--- config.mk ---
export PLATFORM = sky130hd
export DESIGN_NAME = rtos_top
export DESIGN_NICKNAME = d
export VERILOG_FILES = /design/src/rtos_pkg.sv /design/src/rtos_edge_det.sv /design/src/rtos_top.sv
export VERILOG_INCLUDE_DIRS = /design/src
export SDC_FILE = /design/constraint.sdc
export NUM_CORES = 1
export LEC_CHECK = 0
export BUFFER_PORTS_ARGS = -buffer_cell sky130_fd_sc_hd__buf_4
export CAP_MARGIN = 30
export CORE_MARGIN = 8
export CORE_UTILIZATION = 40
export CTS_CLUSTER_SIZE = 20
export DETAILED_ROUTE_END_ITERATION = 8
export PLACE_DENSITY_LB_ADDON = 0.12
export SYNTH_ARGS = -nofsm -noshare
export SYNTH_HDL_FRONTEND = slang
export SYNTH_SLANG_ARGS = --single-unit
--- constraint.sdc ---
create_clock -name clk -period 5.88 [get_ports clk]
set_input_delay 1.47 -clock clk [delete_from_list [all_inputs] [get_ports clk]]
set_output_delay 1.47 -clock clk [all_outputs]
set_load 0.02 [all_outputs]
--- src/rtos_map.svh ---
// Register offsets, field positions, reset values of the real-time output block
// Assumes byte addresses on an 8-bit APB address, one 32-bit word per register
`ifndef RTOS_MAP_SVH
`define RTOS_MAP_SVH

// Register byte offsets
`define RTOS_OFS_CTRL    8'h00
`define RTOS_OFS_MODE    8'h04
`define RTOS_OFS_BUFL    8'h08
`define RTOS_OFS_BUFH    8'h0C
`define RTOS_OFS_SEC     8'h10
`define RTOS_OFS_PDATA   8'h14
`define RTOS_OFS_PDIR    8'h18
`define RTOS_OFS_PMC     8'h1C
`define RTOS_OFS_PPU     8'h20
`define RTOS_OFS_PFC     8'h24
`define RTOS_OFS_PF      8'h28
`define RTOS_OFS_FLTCFG  8'h2C
`define RTOS_OFS_STAT    8'h30

// Control register fields
`define RTOS_CTRL_OE     7
`define RTOS_CTRL_EDGE   6
`define RTOS_CTRL_CFG    5
`define RTOS_CTRL_SEL    4

// Security register fields
`define RTOS_SEC_ARM     2
`define RTOS_SEC_KEEP    3

// Fault edge configuration fields
`define RTOS_FLT_RISE    0
`define RTOS_FLT_FALL    1

// Reset values
`define RTOS_RST_CTRL    8'h00
`define RTOS_RST_SEC     4'h1
`define RTOS_RST_MODE    6'h00
`define RTOS_RST_PDATA   6'h00
`define RTOS_RST_PDIR    6'h3F
`define RTOS_RST_PMC     6'h00
`define RTOS_RST_PPU     6'h00
`define RTOS_RST_PFC     6'h00
`define RTOS_RST_PF      6'h00
`define RTOS_RST_FLTCFG  2'h0

`endif

--- src/rtos_pkg.sv ---
// Types shared by the real-time output block
// Assumes the constants of rtos_map.svh
package rtos_pkg;
	typedef logic [5:0]  rtos_pins_type;
	typedef logic [31:0] rtos_word_type;
	typedef logic [7:0]  rtos_addr_type;
	typedef enum logic {
		RTOS_SPLIT,
		RTOS_SIX
	} rtos_chan_type;
endpackage

--- src/rtos_edge_det.sv ---
// Edge detector with selectable rising and falling edges
// Assumes the input is synchronous to clk
`timescale 1ns/100ps
module rtos_edge_det (
	input  wire logic clk,
	input  wire logic rst,
	input  wire logic sigIn,
	input  wire logic riseEn,
	input  wire logic fallEn,
	output logic      edgePulse
);
	logic prev_q;

	// Previous level
	always_ff @(posedge clk or posedge rst) begin
		if (rst) begin
			prev_q <= 1'b0;
		end else begin
			prev_q <= sigIn;
		end
	end

	assign edgePulse = (riseEn & sigIn & ~prev_q) | (fallEn & ~sigIn & prev_q);
endmodule

--- src/rtos_top.sv ---
// Real-time output port with security cut-off, APB register slave
// Assumes synchronous trigger inputs and a pin wrapper resolving pinOut/pinOe
// Functional notes
// - With output disabled, buffer writes go straight into the output latches.
// - With output enabled, latches load buffers only on the selected trigger.
// - Internal outputs reach pins only when mode and function control select them.
// - Armed security forces all six pins to high impedance on a fault edge.
// - The forced high impedance holds whatever the port configuration is.
// - A security event resets the six pins' bits in all port registers.
// - Security arm bit one uses fault pin edges as trigger, zero disables.
// - Security control register is byte/bit accessible, resets to 01H.
// - Clearing the arm bit ends the fault and unlocks port setting.
// - Bits 4 to 7 of security register stay zero; bit 3 has no effect.
// - Enabled output drives latch bits whose mode is set, else 0.
// - Disabled output drives all six internal outputs to 0.
// - Trigger mapping by channel configuration and trigger select.
// - Edge select picks falling (0) or rising (1) 16-bit timer edge.
`timescale 1ns/100ps
`include "rtos_map.svh"
module rtos_top (
	input  wire logic                  clk,
	input  wire logic                  rst,
	input  wire logic                  psel,
	input  wire logic                  penable,
	input  wire logic                  pwrite,
	input  wire rtos_pkg::rtos_addr_type paddr,
	input  wire rtos_pkg::rtos_word_type pwdata,
	output rtos_pkg::rtos_word_type      prdata,
	output logic                       pready,
	output logic                       pslverr,
	input  wire logic                  timer16MatchEvent,
	input  wire logic                  timerAEvent,
	input  wire logic                  timerBEvent,
	input  wire logic                  externalFaultPin,
	input  wire rtos_pkg::rtos_pins_type pinIn,
	output rtos_pkg::rtos_pins_type      pinOut,
	output rtos_pkg::rtos_pins_type      pinOe,
	output rtos_pkg::rtos_pins_type      pinPullupEn,
	output rtos_pkg::rtos_pins_type      rtoSignals,
	output logic                       faultActive
);
	import rtos_pkg::*;

	// Register state
	logic [7:0]    ctrl_q;
	rtos_pins_type mode_q;
	logic [3:0]    bufL_q;
	logic [3:0]    bufH_q;
	logic [3:0]    latchL_q;
	logic [1:0]    latchH_q;
	logic [3:0]    sec_q;
	rtos_pins_type pdata_q;
	rtos_pins_type pdir_q;
	rtos_pins_type pmc_q;
	rtos_pins_type ppu_q;
	rtos_pins_type pfc_q;
	rtos_pins_type pf_q;
	logic [1:0]    fltCfg_q;
	logic          fault_q;
	rtos_pins_type rtoSig_q;
	rtos_word_type prdata_q;
	logic          slverr_q;

	// Decoded bus signals
	logic          setup;
	logic          wr;
	logic          selCtrl;
	logic          selMode;
	logic          selBufL;
	logic          selBufH;
	logic          selSec;
	logic          selPdata;
	logic          selPdir;
	logic          selPmc;
	logic          selPpu;
	logic          selPfc;
	logic          selPf;
	logic          selFlt;
	logic          selStat;
	logic          mapped;
	rtos_word_type rdMux;

	// Block signals
	logic          outEnable;
	rtos_chan_type chanMode;
	logic          trigSel;
	logic          t16Edge;
	logic          faultEdge;
	logic          faultSet;
	logic          trigH;
	logic          trigL;
	logic          bufLWe;
	logic          bufHWe;
	logic          portWe;
	logic          armClear;

	assign outEnable = ctrl_q[`RTOS_CTRL_OE];
	assign chanMode  = rtos_chan_type'(ctrl_q[`RTOS_CTRL_CFG]);
	assign trigSel   = ctrl_q[`RTOS_CTRL_SEL];

	// APB phases
	assign setup   = psel & ~penable;
	assign wr      = psel & penable & pwrite;
	assign pready  = psel & penable;
	assign pslverr = psel & penable & slverr_q;
	assign prdata  = prdata_q;

	// Address decode
	always_comb begin
		selCtrl  = 1'b0;
		selMode  = 1'b0;
		selBufL  = 1'b0;
		selBufH  = 1'b0;
		selSec   = 1'b0;
		selPdata = 1'b0;
		selPdir  = 1'b0;
		selPmc   = 1'b0;
		selPpu   = 1'b0;
		selPfc   = 1'b0;
		selPf    = 1'b0;
		selFlt   = 1'b0;
		selStat  = 1'b0;
		if (paddr == `RTOS_OFS_CTRL) begin
			selCtrl = 1'b1;
		end else if (paddr == `RTOS_OFS_MODE) begin
			selMode = 1'b1;
		end else if (paddr == `RTOS_OFS_BUFL) begin
			selBufL = 1'b1;
		end else if (paddr == `RTOS_OFS_BUFH) begin
			selBufH = 1'b1;
		end else if (paddr == `RTOS_OFS_SEC) begin
			selSec = 1'b1;
		end else if (paddr == `RTOS_OFS_PDATA) begin
			selPdata = 1'b1;
		end else if (paddr == `RTOS_OFS_PDIR) begin
			selPdir = 1'b1;
		end else if (paddr == `RTOS_OFS_PMC) begin
			selPmc = 1'b1;
		end else if (paddr == `RTOS_OFS_PPU) begin
			selPpu = 1'b1;
		end else if (paddr == `RTOS_OFS_PFC) begin
			selPfc = 1'b1;
		end else if (paddr == `RTOS_OFS_PF) begin
			selPf = 1'b1;
		end else if (paddr == `RTOS_OFS_FLTCFG) begin
			selFlt = 1'b1;
		end else if (paddr == `RTOS_OFS_STAT) begin
			selStat = 1'b1;
		end
	end

	assign mapped = selCtrl | selMode | selBufL | selBufH | selSec | selPdata | selPdir
		| selPmc | selPpu | selPfc | selPf | selFlt | selStat;

	// Read data; either buffer address returns both buffers
	always_comb begin
		rdMux = 32'h0000_0000;
		if (selCtrl) begin
			rdMux[7:0] = {ctrl_q[7:4], 4'h0};
		end else if (selMode) begin
			rdMux[5:0] = mode_q;
		end else if (selBufL | selBufH) begin
			rdMux[7:0] = {bufH_q, bufL_q};
		end else if (selSec) begin
			rdMux[3:0] = sec_q;
		end else if (selPdata) begin
			rdMux[5:0] = pdata_q;
		end else if (selPdir) begin
			rdMux[5:0] = pdir_q;
		end else if (selPmc) begin
			rdMux[5:0] = pmc_q;
		end else if (selPpu) begin
			rdMux[5:0] = ppu_q;
		end else if (selPfc) begin
			rdMux[5:0] = pfc_q;
		end else if (selPf) begin
			rdMux[5:0] = pf_q;
		end else if (selFlt) begin
			rdMux[1:0] = fltCfg_q;
		end else if (selStat) begin
			rdMux[0]     = fault_q;
			rdMux[13:8]  = rtoSig_q;
			rdMux[21:16] = pinIn;
			rdMux[27:24] = latchL_q;
			rdMux[29:28] = latchH_q;
		end
	end

	// Read data and error flag captured in the setup phase
	always_ff @(posedge clk or posedge rst) begin
		if (rst) begin
			prdata_q <= 32'h0000_0000;
			slverr_q <= 1'b0;
		end else if (setup) begin
			prdata_q <= pwrite ? 32'h0000_0000 : rdMux;
			slverr_q <= ~mapped;
		end
	end

	// Control and mode registers
	always_ff @(posedge clk or posedge rst) begin
		if (rst) begin
			ctrl_q <= `RTOS_RST_CTRL;
			mode_q <= `RTOS_RST_MODE;
		end else begin
			if (wr & selCtrl) begin
				ctrl_q <= {pwdata[7:4], 4'h0};
			end
			if (wr & selMode) begin
				mode_q <= pwdata[5:0];
			end
		end
	end

	// Buffer write enables per channel configuration
	assign bufLWe = wr & (selBufL | (chanMode == RTOS_SIX & selBufH));
	assign bufHWe = wr & (selBufH | (chanMode == RTOS_SIX & selBufL));

	always_ff @(posedge clk or posedge rst) begin
		if (rst) begin
			bufL_q <= 4'h0;
			bufH_q <= 4'h0;
		end else begin
			if (bufLWe) begin
				bufL_q <= pwdata[3:0];
			end
			if (bufHWe) begin
				bufH_q <= pwdata[7:4];
			end
		end
	end

	// 16-bit timer event edge
	rtos_edge_det u_t16_edge (
		.clk       (clk),
		.rst       (rst),
		.sigIn     (timer16MatchEvent),
		.riseEn    (ctrl_q[`RTOS_CTRL_EDGE]),
		.fallEn    (~ctrl_q[`RTOS_CTRL_EDGE]),
		.edgePulse (t16Edge)
	);

	// Transfer trigger selection
	always_comb begin
		trigH = 1'b0;
		trigL = 1'b0;
		case (chanMode)
			RTOS_SPLIT: begin
				trigH = trigSel ? timerAEvent : timerBEvent;
				trigL = trigSel ? t16Edge : timerAEvent;
			end
			RTOS_SIX: begin
				trigH = trigSel ? t16Edge : timerAEvent;
				trigL = trigH;
			end
			default: begin
				trigH = 1'b0;
				trigL = 1'b0;
			end
		endcase
	end

	// Output latches
	always_ff @(posedge clk or posedge rst) begin
		if (rst) begin
			latchL_q <= 4'h0;
			latchH_q <= 2'h0;
		end else if (~outEnable) begin
			if (bufLWe) begin
				latchL_q <= pwdata[3:0];
			end
			if (bufHWe) begin
				latchH_q <= pwdata[5:4];
			end
		end else begin
			if (trigL) begin
				latchL_q <= bufL_q;
			end
			if (trigH) begin
				latchH_q <= bufH_q[1:0];
			end
		end
	end

	// Internal real-time output signals
	always_ff @(posedge clk or posedge rst) begin
		if (rst) begin
			rtoSig_q <= 6'h00;
		end else if (outEnable) begin
			rtoSig_q <= {latchH_q, latchL_q} & mode_q;
		end else begin
			rtoSig_q <= 6'h00;
		end
	end

	assign rtoSignals = rtoSig_q;

	// Fault pin edge
	rtos_edge_det u_fault_edge (
		.clk       (clk),
		.rst       (rst),
		.sigIn     (externalFaultPin),
		.riseEn    (fltCfg_q[`RTOS_FLT_RISE]),
		.fallEn    (fltCfg_q[`RTOS_FLT_FALL]),
		.edgePulse (faultEdge)
	);

	assign faultSet = faultEdge & sec_q[`RTOS_SEC_ARM];
	assign armClear = wr & selSec & ~pwdata[`RTOS_SEC_ARM];

	// Security register; upper bits held at zero
	always_ff @(posedge clk or posedge rst) begin
		if (rst) begin
			sec_q <= `RTOS_RST_SEC;
		end else if (wr & selSec) begin
			sec_q <= pwdata[3:0];
		end
	end

	always_ff @(posedge clk or posedge rst) begin
		if (rst) begin
			fltCfg_q <= `RTOS_RST_FLTCFG;
		end else if (wr & selFlt) begin
			fltCfg_q <= pwdata[1:0];
		end
	end

	// Fault state; a new fault edge wins over the clearing write
	always_ff @(posedge clk or posedge rst) begin
		if (rst) begin
			fault_q <= 1'b0;
		end else if (faultSet) begin
			fault_q <= 1'b1;
		end else if (armClear) begin
			fault_q <= 1'b0;
		end
	end

	assign faultActive = fault_q;

	// Port writes locked while the fault holds
	assign portWe = wr & ~fault_q;

	// Port configuration registers
	always_ff @(posedge clk or posedge rst) begin
		if (rst) begin
			pdata_q <= `RTOS_RST_PDATA;
			pdir_q  <= `RTOS_RST_PDIR;
			pmc_q   <= `RTOS_RST_PMC;
			ppu_q   <= `RTOS_RST_PPU;
			pfc_q   <= `RTOS_RST_PFC;
			pf_q    <= `RTOS_RST_PF;
		end else if (faultSet) begin
			pdata_q <= `RTOS_RST_PDATA;
			pdir_q  <= `RTOS_RST_PDIR;
			pmc_q   <= `RTOS_RST_PMC;
			ppu_q   <= `RTOS_RST_PPU;
			pfc_q   <= `RTOS_RST_PFC;
			pf_q    <= `RTOS_RST_PF;
		end else begin
			if (portWe & selPdata) begin
				pdata_q <= pwdata[5:0];
			end
			if (portWe & selPdir) begin
				pdir_q <= pwdata[5:0];
			end
			if (portWe & selPmc) begin
				pmc_q <= pwdata[5:0];
			end
			if (portWe & selPpu) begin
				ppu_q <= pwdata[5:0];
			end
			if (portWe & selPfc) begin
				pfc_q <= pwdata[5:0];
			end
			if (portWe & selPf) begin
				pf_q <= pwdata[5:0];
			end
		end
	end

	// Per-pin multiplexer and drivers
	genvar i;
	generate
		for (i = 0; i < 6; i++) begin : g_pin
			logic rtoSel;
			logic drv;
			assign rtoSel = pmc_q[i] & ~pfc_q[i];
			assign drv    = rtoSel ? rtoSig_q[i] : pdata_q[i];
			assign pinOut[i] = drv;
			assign pinOe[i]  = ~fault_q & (rtoSel | ~pdir_q[i])
				& (~pf_q[i] | ~drv);
			assign pinPullupEn[i] = ppu_q[i] & ~fault_q;
		end
	endgenerate
endmodule

After elaboration in Yosys (flattened, before gate mapping)

Index checks and enable logic that the tools add are counted.

Register bits after elaboration: 108
Bits of input ports: 55
Logic and storage cells: 337

Equality and inequality tests: 14
Mux-type cells: 174
Bitwise operators: 117
Reductions and logical operators: 12

Operator list:

| kind                                                  | number |
|---|---|
| two-way mux 6 bit                                     | 55 |
| two-way mux 1 bit                                     | 104 |
| AND 1 bit                                             | 53 |
| equality test 8 x 6 -> 1 bit, second input constant   | 5 |
| NOT 1 bit                                             | 34 |
| equality test 8 x 5 -> 1 bit, second input constant   | 4 |
| two-way mux 30 bit                                    | 1 |
| OR 1 bit                                              | 29 |
| two-way mux 4 bit                                     | 5 |
| nonzero test 2 bit                                    | 9 |
| equality test 8 x 4 -> 1 bit, second input constant   | 2 |
| two-way mux 8 bit                                     | 2 |
| two-way mux 2 bit                                     | 6 |
| equality test 8 x 3 -> 1 bit, second input constant   | 1 |
| zero test 8 bit                                       | 1 |
| AND 6 bit                                             | 1 |
| inequality test 2 x 1 -> 1 bit, second input constant | 2 |
| AND reduction 2 bit                                   | 2 |
| case mux 1 bit (2 select lines)                       | 1 |

Depth between registers and ports, before layout

Word-level depth: 27
Mapped depth: 8
Gate-level depth less buffers: 5

Modules after synthesis

From an unflattened synthesis, not the netlist that was laid out.

Cell total of the unflattened synthesis: 497
Area, all modules: 5196.2 um^2

By module, submodules not included:

| module        | times used | cells each | area an instance (um^2) | seq. area each (um^2) |
|---|---|---|---|---|
| rtos_top      | 1          | 487        | 5111.2                  | 2511.2 |
| rtos_edge_det | 2          | 5          | 42.5                    | 25.0 |

Worst setup path before layout

No wires, ideal clock.

Kind: input port to output port
Start point: input psel
End point: output pslverr
Arrival: 1716 ps
Data required time: 4410 ps
Setup slack: 2694 ps
Cell stages on the path: 1
Cell sequence: and3_1

Word-level cells in the longest chain between the ends: 2

Ends and longest elaborated chain:

| what                   | line            | source |
|---|---|---|
| from (decl)            | rtos_top.sv:23  | `input wire logic psel,` |
| AND 1 bit (2 in a row) | rtos_top.sv:105 | `assign pslverr = psel & penable & slverr_q;` |
| to (decl)              | rtos_top.sv:30  | `output logic pslverr,` |

No other way between the ends.

Worst setup path after layout

Same ends and word-level chain as after synthesis.

==> flow_results.org <==
** Clock tree
- Clock transition at the register clock pins on the worst setup and hold paths after CTS :: approximately 70 ps
- Total of hold buffers inserted after clock tree synthesis :: 0
- Postcts setup bufs :: 0
- In this run the number of H-tree levels came out at 3.
- Number of buffers on the longest clock path :: 2
- Counting every sink on the clock net gives 102.
- Root Driver :: sky130_fd_sc_hd__clkbuf_16
- The number of gates resized after CTS was 0.
- Clock tree from TritonCTS :: done
- TritonCTS created 9 clock buffers.
- The clock reaches the later pin of the worst-skew pair after 350 ps.

** Setup path
- Critical Path End Type :: output pin
- The worst setup path is of the input pin to output pin kind.
- For the worst setup path, the data required time is 4410 ps.
- Arrival @ worst endpoint :: 1900 ps
- The worst setup path is launched from an input pin.
- Critical path fanouts, max :: 5

** Yosys
- Number of cells produced by synthesis :: 490
- Number of warnings printed during yosys synthesis :: 0
- After Yosys synthesis, full adders, half adders and majority gates account for 0% of the synthesized area.
- Number of enable-type register cells in the synthesized netlist :: 0
- Mean instance size in the synthesized netlist :: 10.8 µm²
- Of all flip-flops after synthesis, the portion carrying an async set or reset was 100%.
- The portion of synthesized area spent on multiplexers is 16.1%.
- Summing the areas of all and, or, nand and nor instances in the mapped netlist gives 17.7% of the synthesized area.
- The synthesized netlist devotes about an eighth of its cell area to compound gates.
- Of the total synthesized cell area, the portion taken by XOR and XNOR cells is 0%.
- Most frequently used flop master after synthesis :: sky130_fd_sc_hd__dfrtp_1
- The synthesized netlist occupies a cell area of 5310 µm².
- In this run, distinct cell masters in the synthesized netlist total 62.
- Portion of the post-synthesis area used by sequential elements :: roughly half
- In this run, synthesis produced a sequential element count of 102.
- Largest family of logic cells by synthesized area :: simple AND/OR/NAND/NOR gates

** Floorplan
- Row cnt :: 42
- I/O pins :: 114
- For this configuration, the core starts out at a cell density of 40.6%.
- The floorplan step set the die height to about 130 µm.
- Area of the core :: 13100 µm²
- The die is 131 µm wide.
- Die outline area :: 17200 µm²

** Timing
- Setup repair after global routing left no endpoint under its margin.
- After routing, the total negative slack on setup checks comes to 0 ps.
- Clock skew on the completed layout was measured at about 6.3 ps.
- Fmax achieved :: between 200 and 300 MHz
- At the pin with the least slew margin, the transition time is around 800 ps.
- Hold timing on the final database bottoms out at a slack of 506 ps.
- Of the available clock period, the critical path in the final layout requires 57.4%.
- # setup viols final :: 0
- The count of final max-slew check failures is 0.
- Measured against its own limit, the worst slew margin works out to between 40% and 50%.
- Endpoints failing hold :: 0
- Crit path time final :: 3370 ps

** GRT
- The first global-routing pass estimated 24200 µm of wire.
- Met1 GRT Util :: 23.9%
- Global routing consumed, over all layers together, 17.8% of the routing resources.
- Largest net degree at the start of global routing :: 62
- Met2 routing resource usage after global routing :: 27.3%
- Via count of the first global-routing pass :: 4137
- Antenna violations before repair :: 0
- Total grt overflow :: 0
- Global-route met3 utilization :: 4.00%
- Busiest metal layer after global routing :: met2

** Routing
- After detailed routing, the average wire length per cell comes to between 20 and 25 µm.
- In this run the remaining antenna-violating nets after routing total 0.
- For this run, design rule violations remaining after detail routing come to 0.
- Number of detailed-route iterations in the first pass :: 4
- Routed vias/inst :: 5.56
- Overall via count from detail_route :: 4074
- Routed Wire Length :: about 15000 µm
- Detailed router's first-iteration violation count :: roughly 340

** Power
- The worst-case IR drop observed on VDD is 0.000109 V.
- For this design the ratio of total power to cell area is 241 nW/µm².
- The design draws about 0.0015 W.
- The analysis attributes to cell leakage a power of 3.21 nW.

** Place
- The placed instances occupy a cell area of 6010 µm².
- The wire-length estimate of the detail-placed layout is 10900 µm.
- Routability-driven placement finished with a final weighted congestion of 0.838.
- Port-buffer cells :: 83

** Cells and area
- At the end of the flow, the number of nets in the layout was a little over 600.
- Relative to the synthesized area, the layout overhead comes to 19.8%.
- Finished Core Util :: 48.6%
- The repair_antennas step left the layout with diodes totalling 0.
- The library cell used most frequently in the layout, excluding fill and tap cells, is sky130_fd_sc_hd__dfrtp_1.
- Share of cells above drive strength 1 :: 29.8%
- Once layout is done, the placed cells without fillers occupy ~6400 µm².
- Commonest cells after routing, fill and taps aside :: sky130_fd_sc_hd__dfrtp_1 (95), sky130_fd_sc_hd__buf_4 (89), sky130_fd_sc_hd__nor2_1 (38), sky130_fd_sc_hd__mux2i_1 (37), sky130_fd_sc_hd__mux2_2 (36)

** Outcome
- Run status :: completed

** Run
- The tool flagged a number of max-cap violations equal to 0.

** Worst hold path
- Kind of path behind the tightest hold check :: flip-flop to flip-flop
critical path: stages:
cell and delay (ps):
sky130_fd_sc_hd__buf_4 130, sky130_fd_sc_hd__and3_1 150, sky130_fd_sc_hd__buf_4 150
layer usage:
metal	share of wire (%)	vias to the layer above
met1	46	2047
met3	5.3	16
met2	46	120
met4	1.9	0
met5	0	-
li1	-	1891
through the flow:
| step | cells | worst slack, ps |
|---|---|---|
| after floorplan | 495 | 1750 |
| after global placement | 715 | 2350 |
| after detailed placement | 716 | 2300 |
| after CTS | 732 | 2500 |
| after global routing | 733 | 2450 |
| final | 733 | 2510 |
cell type report:
class	instances	area (µm²)
Clock buffer	11	233
Clock inverter	5	108
Fill cell	1221	6730
Inverter	3	13.8
Multi-Input combinational cell	346	2520
Sequential cell	102	2560
Tap cell	176	220
Timing Repair Buffer	90	696
sequential cells by signal (all words and copies together), names as in the netlist, 4 cells and up:
register,flops
prdata,26
mode_q,6
pdata_q,6
pdir_q,6
pf_q,6
pfc_q,6
pmc_q,6
ppu_q,6
rtoSignals,6
bufH_q,4
bufL_q,4
ctrl_q,4
latchL_q,4
sec_q,4
cells by family after synthesis:
logic type | after synthesis
simple gates | 162
compound gates | 98
mux | 80
other cells | 1
flops | 102
buf+inv | 47
final timing paths:
| path | from | to | slack, ps | depth (start not counted) |
|---|---|---|---|---|
| hold / removal | prdata[11] | prdata[11] | 510 | 1 |
| min in group asynchronous | rst | prdata[19] | 1160 | 2 |
| setup reg to reg | faultActive | pf_q[1] | 3640 | 5 |
| hold reg to reg | prdata[11] | prdata[11] | 510 | 1 |
| max in group asynchronous | rst | pdata_q[1] | 3500 | 3 |
| setup / recovery | psel | pslverr | 2510 | 3 |
Yosys cell counts (all sizes together) (6+ instances only):
cell / instances / share of area (%)
dfrtp: 95 / 45
mux2: 43 / 9.1
nor2: 39 / 2.9
mux2i: 37 / 7.0
nand2: 37 / 2.9
buf: 26 / 3.3
nor2b: 22 / 2.6
o21ai: 19 / 1.8
a22o: 18 / 3.0
clkbuf: 18 / 1.3
nand3: 16 / 1.7
a21oi: 15 / 1.5
a22oi: 14 / 2.0
and3: 10 / 1.2
dfstp: 7 / 3.5
a211oi: 6 / 0.85
nand4: 6 / 1.1
o22ai: 6 / 0.71
where the power goes:
part | leakage (nW) | switching [W] | internal [W]
Combinational | 1.65 | 0.0000796 | 0.0000431
Clock | 0.164 | 0.000264 | 0.000418
Sequential | 1.39 | 0.0000122 | 0.000716
No activity file was read; power rests on OpenSTA's default activity.
